--- src/hdl/mas_pkg.sv ---
package mas_pkg;
   localparam int ADDR_W = 8;
   localparam int DATA_W = 8;
   // register offsets
   localparam logic [7:0] OFS_START = 8'h40;
   localparam logic [7:0] OFS_STAT_P1 = 8'h41;
   localparam logic [7:0] OFS_STAT_P2 = 8'h42;
   localparam logic [7:0] OFS_SPECIAL = 8'h7c;
   localparam logic [7:0] OFS_TEMP_LEGACY = 8'h7e;
   localparam logic [7:0] OFS_CONFIG = 8'h7f;
   localparam logic [7:0] OFS_FAN_EN = 8'h80;
   localparam logic [7:0] OFS_TEMP_EN = 8'h82;
   localparam logic [7:0] OFS_STAT_S1 = 8'ha5;
   localparam logic [7:0] OFS_STAT_S2 = 8'ha6;
   // field positions
   localparam int START_BIT = 0;
   localparam int INIT_BIT = 7;
   localparam int GLOBAL_EN_BIT = 2;
   localparam int GROUP_EN_BIT = 0;
   localparam int TEMP_D1_BIT = 1;
   localparam int TEMP_AMB_BIT = 2;
   localparam int TEMP_D2_BIT = 3;
   localparam int FAN_LSB = 1;
   localparam int NUM_FANS = 3;
   // status layout: s1 {d2,amb,d1} in [2:0]; s2 {fan[2:0],flt2,flt1} in [4:0]
   localparam int S1_D1 = 0;
   localparam int S1_AMB = 1;
   localparam int S1_D2 = 2;
   localparam int S2_FLT1 = 0;
   localparam int S2_FLT2 = 1;
   localparam int S2_FAN_LSB = 2;
   // reset values
   localparam logic [7:0] STATUS_RST = 8'h00;
   localparam logic [7:0] SPECIAL_RST = 8'h40;
   localparam logic [7:0] ENABLE_RST = 8'h00;
   localparam logic [7:0] START_RST = 8'h00;
   // forced readings
   localparam logic [7:0] FAULT_READING = 8'h80;
   localparam logic [7:0] DISABLED_FAULT_READING = 8'h00;

   typedef struct packed {
      logic open_pair;
      logic pos_to_vcc;
      logic pos_to_gnd;
      logic neg_to_vcc;
      logic neg_to_gnd;
   } mas_fault_type;

   typedef struct packed {
      logic [7:0] addr;
      logic wr;
      logic rd;
      logic [7:0] wdata;
   } mas_req_type;
endpackage : mas_pkg

--- src/hdl/mas_alert_status.sv ---
`timescale 1ns/1ps
// Overview of operation
// - set status bit holds until one written or its register read, clearing only if its cause is gone
// - all status registers clear on main power reset, standby reset and soft init
// - primary status at 41h/42h, secondary at A5h/A6h, sharing one enable set
// - alert releases once no enabled primary alert bit is set; secondary never drives it
// - status bit never sets while its individual enable is clear
// - individual enables change only while the start bit is clear
// - disabled-but-set bit clears after restart at next reading update
// - any open or shorted diode terminal sets that diode's fault bit
// - a diode fault loads 80h into its reading, except negative-to-ground
// - reading of 80h sets the diode limit error bit, alerting when enabled
// - fault bits never drive the alert pin directly
// - disabled diode: fault bit stays clear, reading loads 00h, else normal value
// - temperature events need bit 0 of 82h, fan events bit 0 of 80h
// - alert pin active only with bit 2 of 7Ch set, otherwise released
// - temperature limit errors hold the pin low while error and enables stay set
// - fan error bits hold the pin low while fan alerting is enabled
// - reading a status register tries to clear bits whose cause is gone
// - alert pin may be active only while monitoring is started
// - monitor event sets thermal wake status whenever group enable is set
// - monitor event sets thermal management status, independent of pin enable
// - monitor event goes to serial interrupt frame chosen by select register
module mas_alert_status #(
   parameter int NUM_FANS_P = 3
) (
   input wire logic MCLK,
   input wire logic RST_B,
   input wire logic VCC_PWRGD,
   input wire mas_pkg::mas_req_type REG_REQ,
   output logic [mas_pkg::DATA_W-1:0] REG_RDATA,
   input wire logic [mas_pkg::NUM_FANS-1:0] FAN_ERR,
   input wire logic D1_LIMIT_ERR,
   input wire logic D2_LIMIT_ERR,
   input wire logic AMB_LIMIT_ERR,
   input wire mas_pkg::mas_fault_type D1_FAULT,
   input wire mas_pkg::mas_fault_type D2_FAULT,
   input wire logic [7:0] D1_RAW,
   input wire logic [7:0] D2_RAW,
   input wire logic D1_UPD,
   input wire logic D2_UPD,
   input wire logic AMB_UPD,
   input wire logic [mas_pkg::NUM_FANS-1:0] FAN_UPD,
   output logic [7:0] D1_READING,
   output logic [7:0] D2_READING,
   output logic MONITOR_START,
   output logic MONITOR_ALERT_PIN_O,
   output logic MONITOR_ALERT_PIN_OE,
   output logic MONITOR_EVENT,
   input wire logic WAKE_STS_CLR,
   output logic THERMAL_WAKE_STATUS,
   input wire logic MGMT_STS_CLR,
   output logic THERMAL_MGMT_STATUS,
   input wire logic [3:0] SERIRQ_SELECT,
   output logic SERIRQ_REQ,
   output logic [3:0] SERIRQ_FRAME
);
   import mas_pkg::*;

   if (NUM_FANS_P != NUM_FANS) begin : g_chk
      $error("fan count must match the status layout");
   end

   logic [7:0] start_q;
   logic [7:0] special_q;
   logic [7:0] legacy_q;
   logic [7:0] fan_en_q;
   logic [7:0] temp_en_q;
   logic [7:0] s1_q;
   logic [7:0] s2_q;
   logic [7:0] ss1_q;
   logic [7:0] ss2_q;
   logic [7:0] d1_rd_q;
   logic [7:0] d2_rd_q;
   logic [7:0] rdata_q;
   logic wake_q;
   logic mgmt_q;
   logic started;
   logic soft_init;
   logic status_clr;
   logic d1_on;
   logic d2_on;
   logic d1_flt;
   logic d2_flt;
   logic [7:0] stim1;
   logic [7:0] stim2;
   logic [7:0] en1;
   logic [7:0] en2;
   logic [7:0] upd1;
   logic [7:0] upd2;
   logic [7:0] s1_act;
   logic [7:0] s2_act;
   logic alert;

   function automatic logic hit(input mas_req_type r, input logic [7:0] a);
      hit = r.addr == a;
   endfunction : hit

   function automatic logic [7:0] w1c_mask(input mas_req_type r, input logic [7:0] a);
      w1c_mask = 8'h00;
      if (hit(r, a) && r.wr) begin
         w1c_mask = r.wdata;
      end else if (hit(r, a) && r.rd) begin
         w1c_mask = 8'hff;
      end
   endfunction : w1c_mask

   // sticky status update, set wins over clear
   function automatic logic [7:0] status_next(input logic [7:0] s, input logic [7:0] stim,
         input logic [7:0] en, input logic [7:0] upd, input logic [7:0] clr, input logic run);
      logic [7:0] set;
      logic [7:0] drop;
      set = stim & en & {8{run}};
      drop = (clr & ~stim) | (~en & upd & {8{run}});
      status_next = set | (s & ~drop);
   endfunction : status_next

   function automatic logic [7:0] force_reading(input mas_fault_type f, input logic on,
         input logic [7:0] raw);
      if (!(|f)) begin
         force_reading = raw;
      end else if (!on) begin
         force_reading = DISABLED_FAULT_READING;
      end else if (f.neg_to_gnd && !(f.open_pair || f.pos_to_vcc || f.pos_to_gnd
            || f.neg_to_vcc)) begin
         force_reading = raw;
      end else begin
         force_reading = FAULT_READING;
      end
   endfunction : force_reading

   assign started = start_q[START_BIT];
   assign soft_init = REG_REQ.wr && hit(REG_REQ, OFS_CONFIG) && REG_REQ.wdata[INIT_BIT];
   assign status_clr = soft_init || !VCC_PWRGD;
   assign d1_on = temp_en_q[TEMP_D1_BIT];
   assign d2_on = temp_en_q[TEMP_D2_BIT];
   assign d1_flt = (|D1_FAULT) && d1_on;
   assign d2_flt = (|D2_FAULT) && d2_on;

   always_comb begin
      stim1 = 8'h00;
      stim2 = 8'h00;
      en1 = 8'h00;
      en2 = 8'h00;
      upd1 = 8'h00;
      upd2 = 8'h00;
      stim1[S1_D1] = D1_LIMIT_ERR || d1_rd_q == FAULT_READING;
      stim1[S1_AMB] = AMB_LIMIT_ERR;
      stim1[S1_D2] = D2_LIMIT_ERR || d2_rd_q == FAULT_READING;
      stim2[S2_FLT1] = d1_flt;
      stim2[S2_FLT2] = d2_flt;
      stim2[S2_FAN_LSB +: NUM_FANS] = FAN_ERR;
      en1[S1_D1] = d1_on;
      en1[S1_AMB] = temp_en_q[TEMP_AMB_BIT];
      en1[S1_D2] = d2_on;
      en2[S2_FLT1] = d1_on;
      en2[S2_FLT2] = d2_on;
      en2[S2_FAN_LSB +: NUM_FANS] = fan_en_q[FAN_LSB +: NUM_FANS];
      upd1[S1_D1] = D1_UPD;
      upd1[S1_AMB] = AMB_UPD;
      upd1[S1_D2] = D2_UPD;
      upd2[S2_FLT1] = D1_UPD;
      upd2[S2_FLT2] = D2_UPD;
      upd2[S2_FAN_LSB +: NUM_FANS] = FAN_UPD;
   end

   // control registers
   always_ff @(posedge MCLK or negedge RST_B) begin
      if (!RST_B) begin
         start_q <= START_RST;
         special_q <= SPECIAL_RST;
         legacy_q <= ENABLE_RST;
      end else if (soft_init) begin
         start_q <= START_RST;
         special_q <= SPECIAL_RST;
         legacy_q <= ENABLE_RST;
      end else if (REG_REQ.wr) begin
         if (hit(REG_REQ, OFS_START)) begin
            start_q <= REG_REQ.wdata;
         end
         if (hit(REG_REQ, OFS_SPECIAL)) begin
            special_q <= REG_REQ.wdata;
         end
         if (hit(REG_REQ, OFS_TEMP_LEGACY)) begin
            legacy_q <= REG_REQ.wdata;
         end
      end
   end

   // enable registers, frozen while started
   always_ff @(posedge MCLK or negedge RST_B) begin
      if (!RST_B) begin
         fan_en_q <= ENABLE_RST;
         temp_en_q <= ENABLE_RST;
      end else if (soft_init) begin
         fan_en_q <= ENABLE_RST;
         temp_en_q <= ENABLE_RST;
      end else if (REG_REQ.wr && !started) begin
         if (hit(REG_REQ, OFS_FAN_EN)) begin
            fan_en_q <= REG_REQ.wdata;
         end
         if (hit(REG_REQ, OFS_TEMP_EN)) begin
            temp_en_q <= REG_REQ.wdata;
         end
      end
   end

   // diode reading registers, not touched by soft init
   always_ff @(posedge MCLK or negedge RST_B) begin
      if (!RST_B) begin
         d1_rd_q <= 8'h00;
         d2_rd_q <= 8'h00;
      end else begin
         if (D1_UPD) begin
            d1_rd_q <= force_reading(D1_FAULT, d1_on, D1_RAW);
         end
         if (D2_UPD) begin
            d2_rd_q <= force_reading(D2_FAULT, d2_on, D2_RAW);
         end
      end
   end

   // primary and secondary status
   always_ff @(posedge MCLK or negedge RST_B) begin
      if (!RST_B) begin
         s1_q <= STATUS_RST;
         s2_q <= STATUS_RST;
         ss1_q <= STATUS_RST;
         ss2_q <= STATUS_RST;
      end else if (status_clr) begin
         s1_q <= STATUS_RST;
         s2_q <= STATUS_RST;
         ss1_q <= STATUS_RST;
         ss2_q <= STATUS_RST;
      end else begin
         s1_q <= status_next(s1_q, stim1, en1, upd1, w1c_mask(REG_REQ, OFS_STAT_P1), started);
         s2_q <= status_next(s2_q, stim2, en2, upd2, w1c_mask(REG_REQ, OFS_STAT_P2), started);
         ss1_q <= status_next(ss1_q, stim1, en1, upd1, w1c_mask(REG_REQ, OFS_STAT_S1), started);
         ss2_q <= status_next(ss2_q, stim2, en2, upd2, w1c_mask(REG_REQ, OFS_STAT_S2), started);
      end
   end

   // register read data, one cycle after the read strobe
   always_ff @(posedge MCLK or negedge RST_B) begin
      if (!RST_B) begin
         rdata_q <= 8'h00;
      end else if (REG_REQ.rd) begin
         case (REG_REQ.addr)
            OFS_START: rdata_q <= start_q;
            OFS_STAT_P1: rdata_q <= s1_q;
            OFS_STAT_P2: rdata_q <= s2_q;
            OFS_SPECIAL: rdata_q <= special_q;
            OFS_TEMP_LEGACY: rdata_q <= legacy_q;
            OFS_FAN_EN: rdata_q <= fan_en_q;
            OFS_TEMP_EN: rdata_q <= temp_en_q;
            OFS_STAT_S1: rdata_q <= ss1_q;
            OFS_STAT_S2: rdata_q <= ss2_q;
            default: rdata_q <= 8'h00;
         endcase
      end
   end

   // group-gated primary bits; fault bits excluded from the pin path
   always_comb begin
      s1_act = s1_q & en1 & {8{temp_en_q[GROUP_EN_BIT]}};
      s2_act = s2_q & en2 & {8{fan_en_q[GROUP_EN_BIT]}};
      s2_act[S2_FLT1] = 1'b0;
      s2_act[S2_FLT2] = 1'b0;
   end

   assign MONITOR_EVENT = (|s1_act) || (|s2_act);
   assign alert = MONITOR_EVENT && started && special_q[GLOBAL_EN_BIT];
   assign MONITOR_ALERT_PIN_O = 1'b0;
   assign MONITOR_ALERT_PIN_OE = alert;
   assign SERIRQ_REQ = MONITOR_EVENT;
   assign SERIRQ_FRAME = SERIRQ_SELECT;

   // wake and management status, set wins over clear
   always_ff @(posedge MCLK or negedge RST_B) begin
      if (!RST_B) begin
         wake_q <= 1'b0;
         mgmt_q <= 1'b0;
      end else begin
         wake_q <= MONITOR_EVENT || (wake_q && !WAKE_STS_CLR);
         mgmt_q <= MONITOR_EVENT || (mgmt_q && !MGMT_STS_CLR);
      end
   end

   assign THERMAL_WAKE_STATUS = wake_q;
   assign THERMAL_MGMT_STATUS = mgmt_q;
   assign REG_RDATA = rdata_q;
   assign D1_READING = d1_rd_q;
   assign D2_READING = d2_rd_q;
   assign MONITOR_START = started;
endmodule : mas_alert_status

--- config.mk ---
export PLATFORM = sky130hd
export DESIGN_NAME = mas_alert_status
export DESIGN_NICKNAME = d
export VERILOG_FILES = /design/src/hdl/mas_pkg.sv /design/src/hdl/mas_alert_status.sv
export SDC_FILE = /design/constraint.sdc
export NUM_CORES = 1
export LEC_CHECK = 0
export BUFFER_PORTS_ARGS = -buffer_cell sky130_fd_sc_hd__buf_2
export CORE_MARGIN = 2
export CORE_UTILIZATION = 59
export DETAILED_ROUTE_END_ITERATION = 7
export GPL_TIMING_DRIVEN = 1
export PLACE_DENSITY = 0.93
export SLEW_MARGIN = 20
export SYNTH_ARGS = -nofsm -noshare
export SYNTH_HDL_FRONTEND = slang
export SYNTH_SLANG_ARGS = --single-unit
--- constraint.sdc ---
create_clock -name MCLK -period 3.2 [get_ports MCLK]
set_input_delay 0.64 -clock MCLK [delete_from_list [all_inputs] [get_ports MCLK]]
set_output_delay 0.64 -clock MCLK [all_outputs]
set_load 0.01 [all_outputs]
==> results by group, run 1 <==
Synthesis
  • Ys flop type: dfrtp_1
  • Register bit count reported by yosys: between 90 and 100
  • Mapped Cells: 538
  • Seq/Total Area, Yosys: 0.500
  • Avg Cell Area, Syn: 9.12 um^2
  • Ys async rst share: 1.00
  • Synth cell types: 57
  • Cell Area, Synth: 0.00491 mm^2
  • Warnings from Yosys: 0
  • Net Count, Synth: 603
  • Post-synth EDFFs: 0

Power
  • Peak VDD IR: 0.000214 V
  • Sequential Power Share: 0.553
  • Logic pwr share: 0.099
  • NetSw: ~600 uW
  • Switching Fraction: 0.262
  • Internal power: 1740 uW
  • Final Power: 2350 uW
  • PwrDens: 419 mW/mm^2
  • Clock share of power: 0.348
  • Cell leakage power: 0.00258 uW

Clock network
  • CTS resizes: 0
  • Total CTS buffers: 9
  • H-Tree Level Count: 3
  • CTS Hold Bufs: 0
  • Max Root-Sink Buffers: 2
  • Worst-Skew Late Latency: 0.36 ns
  • Sink Count: slightly below 100
  • Clock transition at the registers of the reported paths: about 0.10 ns
  • CTS Root Cell: clkbuf_8
  • Post-CTS Setup Bufs: 0
  • CTS tree: done

Critical path
  • Req. time, crit path: 2.56 ns
  • Cell mode on critical path: a22oi_1
  • Critical path's largest stage delay: roughly 0.48 ns
  • CP startpoint kind: flop
  • Worst path slowest cell: dfrtp_1
  • Cell Chain, Critical Path: a22oi_1 -> nand2_1 -> a22oi_1 -> inv_1 -> and3_1 -> buf_2
  • Crit path max fanout: 8
  • Crit path capture type: primary output
  • WP data arrival: 1.92 ns
  • Worst Setup Path Type: reg -> out
  • Reg2reg path depth: 4

Timing
  • Worst Tran Pin Value: 0.778 ns
  • Post-layout min period: 2.56 ns
  • Fin. Hold Viols: 0
  • Final period utilization: 0.800
  • Max-slew violations: 0
  • Max Freq: ~390 MHz
  • Worst clock skew: 0.00949 ns
  • RSZ-0062 raised after global routing: no
  • Setup total negative slack: 0 ns
  • Slew HR: 0.481
  • Setup violators final: 0
  • Final worst slack: 0.641 ns
  • Fin Hold WS: 0.282 ns

Die
  • Initial Util: 0.603
  • Die Wd: about 95 um
  • Die Span Y: 95.2 um
  • # IOs: 100
  • Row count: 33
  • Die ar.: 0.00906 mm^2
  • Core area: 0.00813 mm^2

Layout
  • Nets: 682
  • Register area: 0.00245 mm^2
  • Area taken by multi-input logic gates: 0.00221 mm^2
  • Finished Cell Area: 0.00561 mm^2
  • Area delta synth->final: 14.4%
  • Fillers: approximately 660
  • Ant diodes: 0
  • Layout cell share with drive strength beyond 1: 0.209

Detailed routing
  • Routed Antenna Nets: 0
  • Routed len/inst: around 20 um
  • Routed vias/inst: 6.49
  • DRT Pass-1 Iters: 5
  • Initial drt markers: 465
  • Via count: 4720
  • Post-Route WL: between 10 and 15 mm
  • # DRC: 0

Global routing
  • Initial antenna violation count: 0
  • First-pass GRT wire length: 22.7 mm
  • Grt ovf: 0
  • Total track usage: 0.333
  • Largest net degree at the start of global routing: 85
  • Number of global-route vias before repair: ~4.5k

Placement
  • DP HPWL: 10.7 mm
  • Port buffer count: 90
  • DP Worst Slack: 0.534 ns
  • Area post-placement: 0.00541 mm^2
  • Gp weighted congestion: around 0.94

Min path
  • Worst hold path class: in -> async

Status
  • Outcome: finished, final reports clean

Run
  • Max cap viols: 0
-- metal layers --
metal  vias to the layer above  global-route usage  routed length, um
met3                        49              0.0711               1460
li1                       2091                   -                  -
met5                         -                   0                  0
met4                         0               0.133                520
met1                      2275               0.432               5630
met2                       305               0.548               6890
-- area by class of cell --
type	instances	area share
clock inverters	4	0.00936
clock buffers	12	0.0259
multi-input cells	385	0.394
flip-flops and latches	98	0.437
well taps	105	0.0234
inverters	23	0.0154
repair buffers	100	0.0947
-- Yosys cell counts, drive strengths merged (3+ instances only) --
cell type,instances,share of area
dfrtp,97,0.49
nand2,89,0.068
o21ai,60,0.061
nor2,44,0.039
a21oi,34,0.035
inv,23,0.018
clkbuf,21,0.016
nand3,19,0.019
a22oi,15,0.023
mux2i,12,0.024
a22o,11,0.020
buf,11,0.017
nand3b,8,0.012
nor3,8,0.010
a31oi,6,0.0076
a32oi,6,0.011
o211ai,6,0.0092
o311ai,6,0.011
nor2b,5,0.0064
a221oi,4,0.0071
and3,4,0.0051
mux2,4,0.0092
nand2b,4,0.0051
a211oi,3,0.0046
nor4,3,0.0038
o221ai,3,0.0054
or4,3,0.0054
-- cell usage in the layout, fill, tap and decap left out, drive strengths merged, types with 3 or more instances in the layout --
cell type,netlist,layout
nand3,19,19
nand3b,8,8
nor2b,5,5
o211ai,6,6
nor3,8,8
clkbuf,21,12
inv,23,23
a221oi,4,4
nand2,89,89
o21ai,60,60
nor2,44,44
clkinvlp,0,3
a22oi,15,15
nor4,3,3
a32oi,6,6
dfrtp,97,97
a211oi,3,3
o221ai,3,3
o311ai,6,6
and3,4,4
mux2i,12,12
or4,3,3
nand2b,4,4
a22o,11,11
a31oi,6,6
mux2,4,4
buf,11,100
a21oi,34,34
-- worst paths after layout --
| path | to | startpoint | slack, ns |
|---|---|---|---|
| worst min register to register | special_q[6] | special_q[6] | 0.48 |
| min in group MCLK | THERMAL_WAKE_STATUS | WAKE_STS_CLR | 0.46 |
| max in group asynchronous | ss2_q[3] | RST_B | 2.21 |
| worst min-delay path | fan_en_q[6] | RST_B | 0.28 |
| worst max register to register | fan_en_q[5] | start_q[0] | 1.35 |
| worst max-delay path | MONITOR_ALERT_PIN_OE | temp_en_q[1] | 0.64 |
-- cell families after synthesis --
kind of cell,share of synthesized area
buf+inv,0.0502
compound gates,0.221
flops,0.500
other cells,0.000764
simple gates,0.195
mux,0.0337
-- through the flow --
| stage | utilization | instances |
|---|---|---|
| after floorplan | - | 538 |
| after global placement | 0.665 | 711 |
| after detailed placement | 0.665 | 711 |
| after CTS | 0.689 | 727 |
| after global routing | 0.690 | 727 |
| final | 0.690 | 727 |
-- worst max-delay path, delay by kind of cell (launching register included) --
kind / cells / cell delay [ns]
AO/OA/AOI/OAI: 2 / 0.55
buffers and inverters: 2 / 0.24
flip-flops: 1 / 0.48
AND/OR/NAND/NOR: 2 / 0.27
-- flip-flops by register name, indices dropped and copies added (netlist names) --
signal	flops
fan_en_q	8
legacy_q	8
ss1_q	8
special_q	8
THERMAL_WAKE_STATUS	1
ss2_q	8
REG_RDATA	8
s1_q	8
start_q	8
temp_en_q	8
D2_READING	8
D1_READING	8
s2_q	8
THERMAL_MGMT_STATUS	1
-- power groups by stage --
stage	Combinational, uW	Clock [uW]	Sequential, uW
2_1_floorplan	116	0	1320
3_5_place_dp	229	0	1330
3_3_place_gp	221	0	1320
6_report	233	818	1300
5_1_grt	255	872	1310
4_1_cts	230	813	1300
(Power assumes the default switching activity.)
==> inputs of run 2 (changes only) <==
- CORE_UTILIZATION: 59 -> 50
- PLACE_DENSITY: 0.93 -> 0.85
- clock period: 3.2 -> 2.1 ns (I/O delays scaled with it)
==> run 2 against run 1 <==
Effect of this change: die area increased by 17%; clock skew up 0.0012 ns; wire length grew 6.1%; total power rose by 58%; sequential cell count is the same; sequential power is 52% higher; clock power grew 63%.
==> results by group, run 2 (same netlist as run 1, synthesis figures left out) <==
Timing
  • Fin. Hold Viols: 0 (unchanged)
  • Max Freq: between 400 and 500 MHz
  • Final period utilization: 0.993
  • Final worst slack: 0.0154 ns (-0.625 ns)
  • RSZ-0062 raised after global routing: yes
  • Post-layout min period: 2.08 ns
  • Slew HR: 0.535 (+0.0537)
  • Fin Hold WS: 0.211 ns (-0.0707 ns)
  • Max-slew violations: 0 (unchanged)
  • Worst clock skew: 0.0107 ns (+0.00121 ns)
  • Setup violators final: 0 (unchanged)
  • Worst Tran Pin Value: 0.693 ns (-0.0853 ns)

Placement
  • Port buffer count: 90 (unchanged)
  • Placed Cells: 780 (+9.7%)
  • DP Worst Slack: -0.155 ns (-0.689 ns)
  • Gp weighted congestion: 1.01 (+8.2%)
  • DP HPWL: 11.4 mm (+7.3%)

Power
  • Peak VDD IR: 0.000318 V (+49%)
  • Sequential Power Share: 0.531 (-0.022)
  • Clock share of power: 0.358 (+0.010)
  • Logic pwr share: 0.111 (+0.012)
  • Cell leakage power: 0.00284 uW (+10%)
  • PwrDens: 610 mW/mm^2 (+45%)
  • Internal power: 2710 uW (+56%)
  • Final Power: 3710 uW (+58%)
  • NetSw: 1000 uW (+62%)
  • Switching Fraction: 0.270 (+0.00783)

Die
  • Die Span Y: 103 um (+8.3%)
  • Die Wd: 103 um (+8.3%)
  • Initial Util: 0.509 (-0.0942)
  • Die ar.: 0.0106 mm^2 (+17%)
  • # IOs: 100 (unchanged)
  • Core area: 0.00964 mm^2 (+19%)
  • Row count: 36 (+9.1%)

Clock network
  • H-Tree Level Count: 3 (unchanged)
  • CTS tree: done
  • Clock transition at the registers of the reported paths: 0.10 ns (about the same)
  • Worst-Skew Late Latency: 0.37 ns (about the same)
  • Sink Count: 98 (unchanged)
  • CTS Root Cell: clkbuf_8
  • Max Root-Sink Buffers: 2 (unchanged)
  • Total CTS buffers: 9 (unchanged)

Global routing
  • Met1 usage: 0.407 (-0.0247)
  • First-pass GRT wire length: 24.5 mm (+8.2%)
  • Largest net degree at the start of global routing: 35 (-59%)
  • Total track usage: 0.306 (-0.0268)
  • Initial antenna violation count: 0 (unchanged)
  • Gr busiest metal: met2
  • Grt met2 use: 0.490 (-0.0580)
  • Grt ovf: 0 (unchanged)
  • Routing usage on met3: 0.0637 (-0.00742)
  • Number of global-route vias before repair: 4771 (+6.6%)

Status
  • Outcome: finished, final reports clean

Detailed routing
  • # DRC: 0 (unchanged)
  • Initial drt markers: 420 (-9.7%)
  • Routed Antenna Nets: 0 (unchanged)
  • Post-Route WL: 15.4 mm (+6.1%)
  • DRT Pass-1 Iters: 5 (unchanged)
  • Routed len/inst: 19.2 um (-3.9%)
  • Routed vias/inst: 6.07 (-6.4%)
  • Via count: 4872 (+3.2%)

Critical path
  • Crit path max fanout: 2 (-6)
  • Crit path capture type: primary output
  • CP startpoint kind: flop
  • Req. time, crit path: 1.68 ns (-0.88 ns)
  • Worst Setup Path Type: reg -> out
  • WP data arrival: 1.66 ns (-0.26 ns)
  • Reg2reg path depth: 5 (+1)

Run
  • Max cap viols: 0 (unchanged)

Layout
  • Nets: 729 (+6.9%)
  • Area delta synth->final: 24.0%
  • Non-Filler Instances: 802 (+10%)
  • Layout cell share with drive strength beyond 1: 0.271 (+0.0615)
  • Most frequent cells in the layout: dfrtp_1 (97), nand2_1 (89), buf_2 (86)
  • Commonest non-fill, non-tap cell in the layout: dfrtp_1
  • Ant diodes: 0 (unchanged)

Min path
  • Worst hold path class: in -> reg
  • Worst hold stages: 2
run 2: what timing repair did:
item                       4_1_cts  5_1_grt
setup endpoints to repair        1        1
gates cloned                     0        0
hold endpoints to repair        28        0
gates resized for setup          1        6
hold buffers                     1        0
pin swaps                        1        3
setup buffers                    4        1
run 2: stage by stage:
stage	area, um^2	utilization	TNS, ns
after floorplan	4910	-	0
after global placement	5790	0.600	-0.890
after detailed placement	5790	0.600	-1.24
after CTS	6050	0.628	0
after global routing	6090	0.631	-0.128
final	6090	0.631	0
run 2: area by class of cell:
class	instances	area, um^2
Clock buffer	10	138
Clock inverter	6	81.3
Fill cell	814	3550
Inverter	23	86.3
Multi-Input combinational cell	385	2220
Sequential cell	98	2450
Tap cell	133	166
Timing Repair Buffer	147	940
run 2: path summary, 6_finish.rpt:
| check | start | to | slack (ns) |
|---|---|---|---|
| setup / recovery | s2_q[3] | MONITOR_ALERT_PIN_OE | 0.02 |
| hold / removal | MGMT_STS_CLR | THERMAL_MGMT_STATUS | 0.21 |
| setup reg to reg | D1_READING[5] | ss1_q[0] | 0.68 |
| hold reg to reg | legacy_q[7] | legacy_q[7] | 0.49 |
| max in group asynchronous | RST_B | s1_q[7] | 0.96 |
| min in group asynchronous | RST_B | fan_en_q[4] | 0.53 |
run 2: metal layers:
metal / vias up / routed length [um]
met5: - / 0
met4: 0 / 571
met3: 41 / 1370
met2: 296 / 7220
met1: 2342 / 6210
li1: 2193 / -
run 2: worst max-delay path: stages, from the launching register on:
cell,delay [ns]
dfrtp_1,0.45
a22oi_2,0.20
nand2_1,0.09
a22oi_2,0.19
inv_2,0.07
and3_4,0.19
buf_6,0.11
run 2: power groups by stage:
stage,logic (uW),registers (uW),clock network (uW)
final,411,1970,1330
after global routing,451,1980,1430
after CTS,407,1970,1340
after detailed placement,404,2010,0
after global placement,393,2000,0
after floorplan,177,2000,0
==> inputs of run 3 (changes only) <==
- CORE_ASPECT_RATIO: unset -> 0.8
- CORE_UTILIZATION: 50 -> 55
- GPL_ROUTABILITY_DRIVEN: unset -> 0
- PLACE_DENSITY: 0.85 -> 0.88
- clock period: 2.1 -> 2.09 ns (I/O delays scaled with it)
==> run 3 against run 2 <==
Effect of this change: utilization grew 7.4 points; non-clock buffer count is the same; register-to-register slack lost 0.35 ns; via count grew 2.8%; design area shrank 0.86%; largest cell class unchanged; the run now ends with negative setup slack left; total power shrank 1.5%; combinational power is essentially flat.
==> results by group, run 3 (same netlist as run 1, synthesis figures left out) <==
Critical path
  • Critical path's largest stage delay: 0.41 ns (-0.04 ns)
  • Crit path max fanout: 3 (+1)
  • CP startpoint kind: flop
  • Worst path slowest cell: dfrtp_1
  • Cell Chain, Critical Path: a22oi_1 -> nand2_1 -> a22oi_2 -> inv_2 -> and3_4 -> buf_6
  • Crit path capture type: primary output
  • Worst Setup Path Type: reg -> out
  • WP data arrival: 1.70 ns (+0.04 ns)
  • Req. time, crit path: 1.67 ns (about the same)
  • Reg2reg path depth: 5 (unchanged)

Detailed routing
  • Routed vias/inst: 6.41 (+5.6%)
  • Routed Antenna Nets: 0 (unchanged)
  • Routed len/inst: 19.7 um (+2.8%)
  • DRT Pass-1 Iters: 6 (+1)
  • Post-Route WL: 15.4 mm (about the same)
  • Via count: 5010 (+2.8%)
  • Initial drt markers: 840 (+100%)
  • # DRC: 0 (unchanged)

Power
  • PwrDens: 606 mW/mm^2 (-0.63%)
  • Final Power: 3660 uW (-1.5%)
  • Cell leakage power: 0.00283 uW (-0.28%)
  • Peak VDD IR: 0.000352 V (+11%)

Timing
  • Final period utilization: 1.01
  • Setup violators final: 1 (+1)
  • Post-layout min period: 2.12 ns
  • Worst Tran Pin Value: 0.710 ns (+0.0170 ns)
  • Max Freq: 472 MHz
  • Final worst slack: -0.0294 ns (-0.0448 ns)
  • RSZ-0062 raised after global routing: yes
  • Max-slew violations: 0 (unchanged)
  • Slew HR: 0.527 (-0.00827)
  • Fin Hold WS: 0.229 ns (+0.0177 ns)
  • Fin. Hold Viols: 0 (unchanged)
  • Worst clock skew: 0.00710 ns (-0.00360 ns)

Clock network
  • Sink Count: 98 (unchanged)
  • CTS Root Cell: clkbuf_8
  • CTS tree: done
  • H-Tree Level Count: 3 (unchanged)
  • Max Root-Sink Buffers: 2 (unchanged)
  • Worst-Skew Late Latency: 0.37 ns (about the same)
  • Clock transition at the registers of the reported paths: 0.10 ns (about the same)
  • Total CTS buffers: 9 (unchanged)

Layout
  • Most frequent cells in the layout: dfrtp_1 (97), nand2_1 (88), buf_2 (88)
  • Nets: 729 (unchanged)
  • Layout cell share with drive strength beyond 1: 0.272 (+0.00149)
  • Ant diodes: 0 (unchanged)
  • Core Util, Final: 0.705 (+0.0736)
  • Commonest non-fill, non-tap cell in the layout: dfrtp_1
  • Area delta synth->final: 23.0%
  • Non-Filler Instances: 781 (-2.6%)

Min path
  • Worst hold stages: 2 (unchanged)
  • Worst hold path class: in -> reg

Status
  • Failing checks: negative setup slack
  • Outcome: finished with violations

Placement
  • DP HPWL: 11.3 mm (-1.6%)
  • Port buffer count: 90 (unchanged)
  • Placed Cells: 756 (-3.1%)

Global routing
  • Grt ovf: 0 (unchanged)
  • Largest net degree at the start of global routing: 40 (+14%)
  • Total track usage: 0.336 (+0.0294)
  • Initial antenna violation count: 0 (unchanged)
  • First-pass GRT wire length: 24.5 mm (about the same)
  • Number of global-route vias before repair: 4762 (-0.19%)

Die
  • # IOs: 100 (unchanged)
  • Core area: 0.00856 mm^2 (-11%)
  • Die Span Y: 88.5 um (-14%)
  • Die ar.: 0.00970 mm^2 (-8.7%)
  • Row count: 30 (-17%)
  • Die Wd: 110 um (+6.3%)
  • Initial Util: 0.573 (+0.0643)

Run
  • Max cap viols: 0 (unchanged)
## run 3: routing by layer
metal / part of all wire / track usage / vias up
met5: 0 / 0 / -
met4: 0.034 / 0.121 / 0
met3: 0.13 / 0.0832 / 70
met2: 0.45 / 0.520 / 366
met1: 0.39 / 0.465 / 2380
li1: - / - / 2194
## run 3: worst paths after layout
| path | start | to | slack [ns] |
|---|---|---|---|
| worst max-delay path | s1_q[0] | MONITOR_ALERT_PIN_OE | -0.03 |
| worst min-delay path | WAKE_STS_CLR | THERMAL_WAKE_STATUS | 0.23 |
| worst max register to register | start_q[0] | fan_en_q[0] | 0.33 |
| worst min register to register | legacy_q[3] | legacy_q[3] | 0.49 |
| max in group asynchronous | RST_B | special_q[6] | 1.00 |
| min in group asynchronous | RST_B | D1_READING[1] | 0.50 |
## run 3: metrics by stage
step           worst slack [ns]  setup TNS, ns  area (um^2)
2_1_floorplan            0.0305              0         4910
3_3_place_gp             -0.105         -0.847         5740
3_5_place_dp             -0.196          -1.88         5740
4_1_cts                 0.00395              0         5970
5_1_grt                 -0.0762        -0.0762         6030
6_report                -0.0294        -0.0294         6030
## run 3: layout make-up
type / count / area (um^2)
multi-input combinational: 385 / 2220
fill: 627 / 2520
clock buffer: 10 / 138
tap: 112 / 140
sequential: 98 / 2450
timing repair buffer: 147 / 927
clock inverter: 6 / 65.1
inverter: 23 / 86.3
## run 3: worst max-delay path: cells and delay by family (launching register included)
kind | cells | cell delay (ns)
AO/OA/AOI/OAI | 2 | 0.46
flip-flops | 1 | 0.41
AND/OR/NAND/NOR | 2 | 0.28
buffers and inverters | 2 | 0.18
## run 3: power by group
part	total (uW)	internal [uW]	switching [uW]
clock network	1260	588	670
registers	1990	1950	41.4
logic	411	161	250
total	3660	2690	961
## run 3: timing repair
item                                   in CTS  in global routing
hold buffers                                1                  0
pin swaps                                   1                  2
setup endpoints to repair                   3                  3
resized for setup                           1                  5
endpoints found under the hold margin      22                  0
buffers inserted                            2                  6
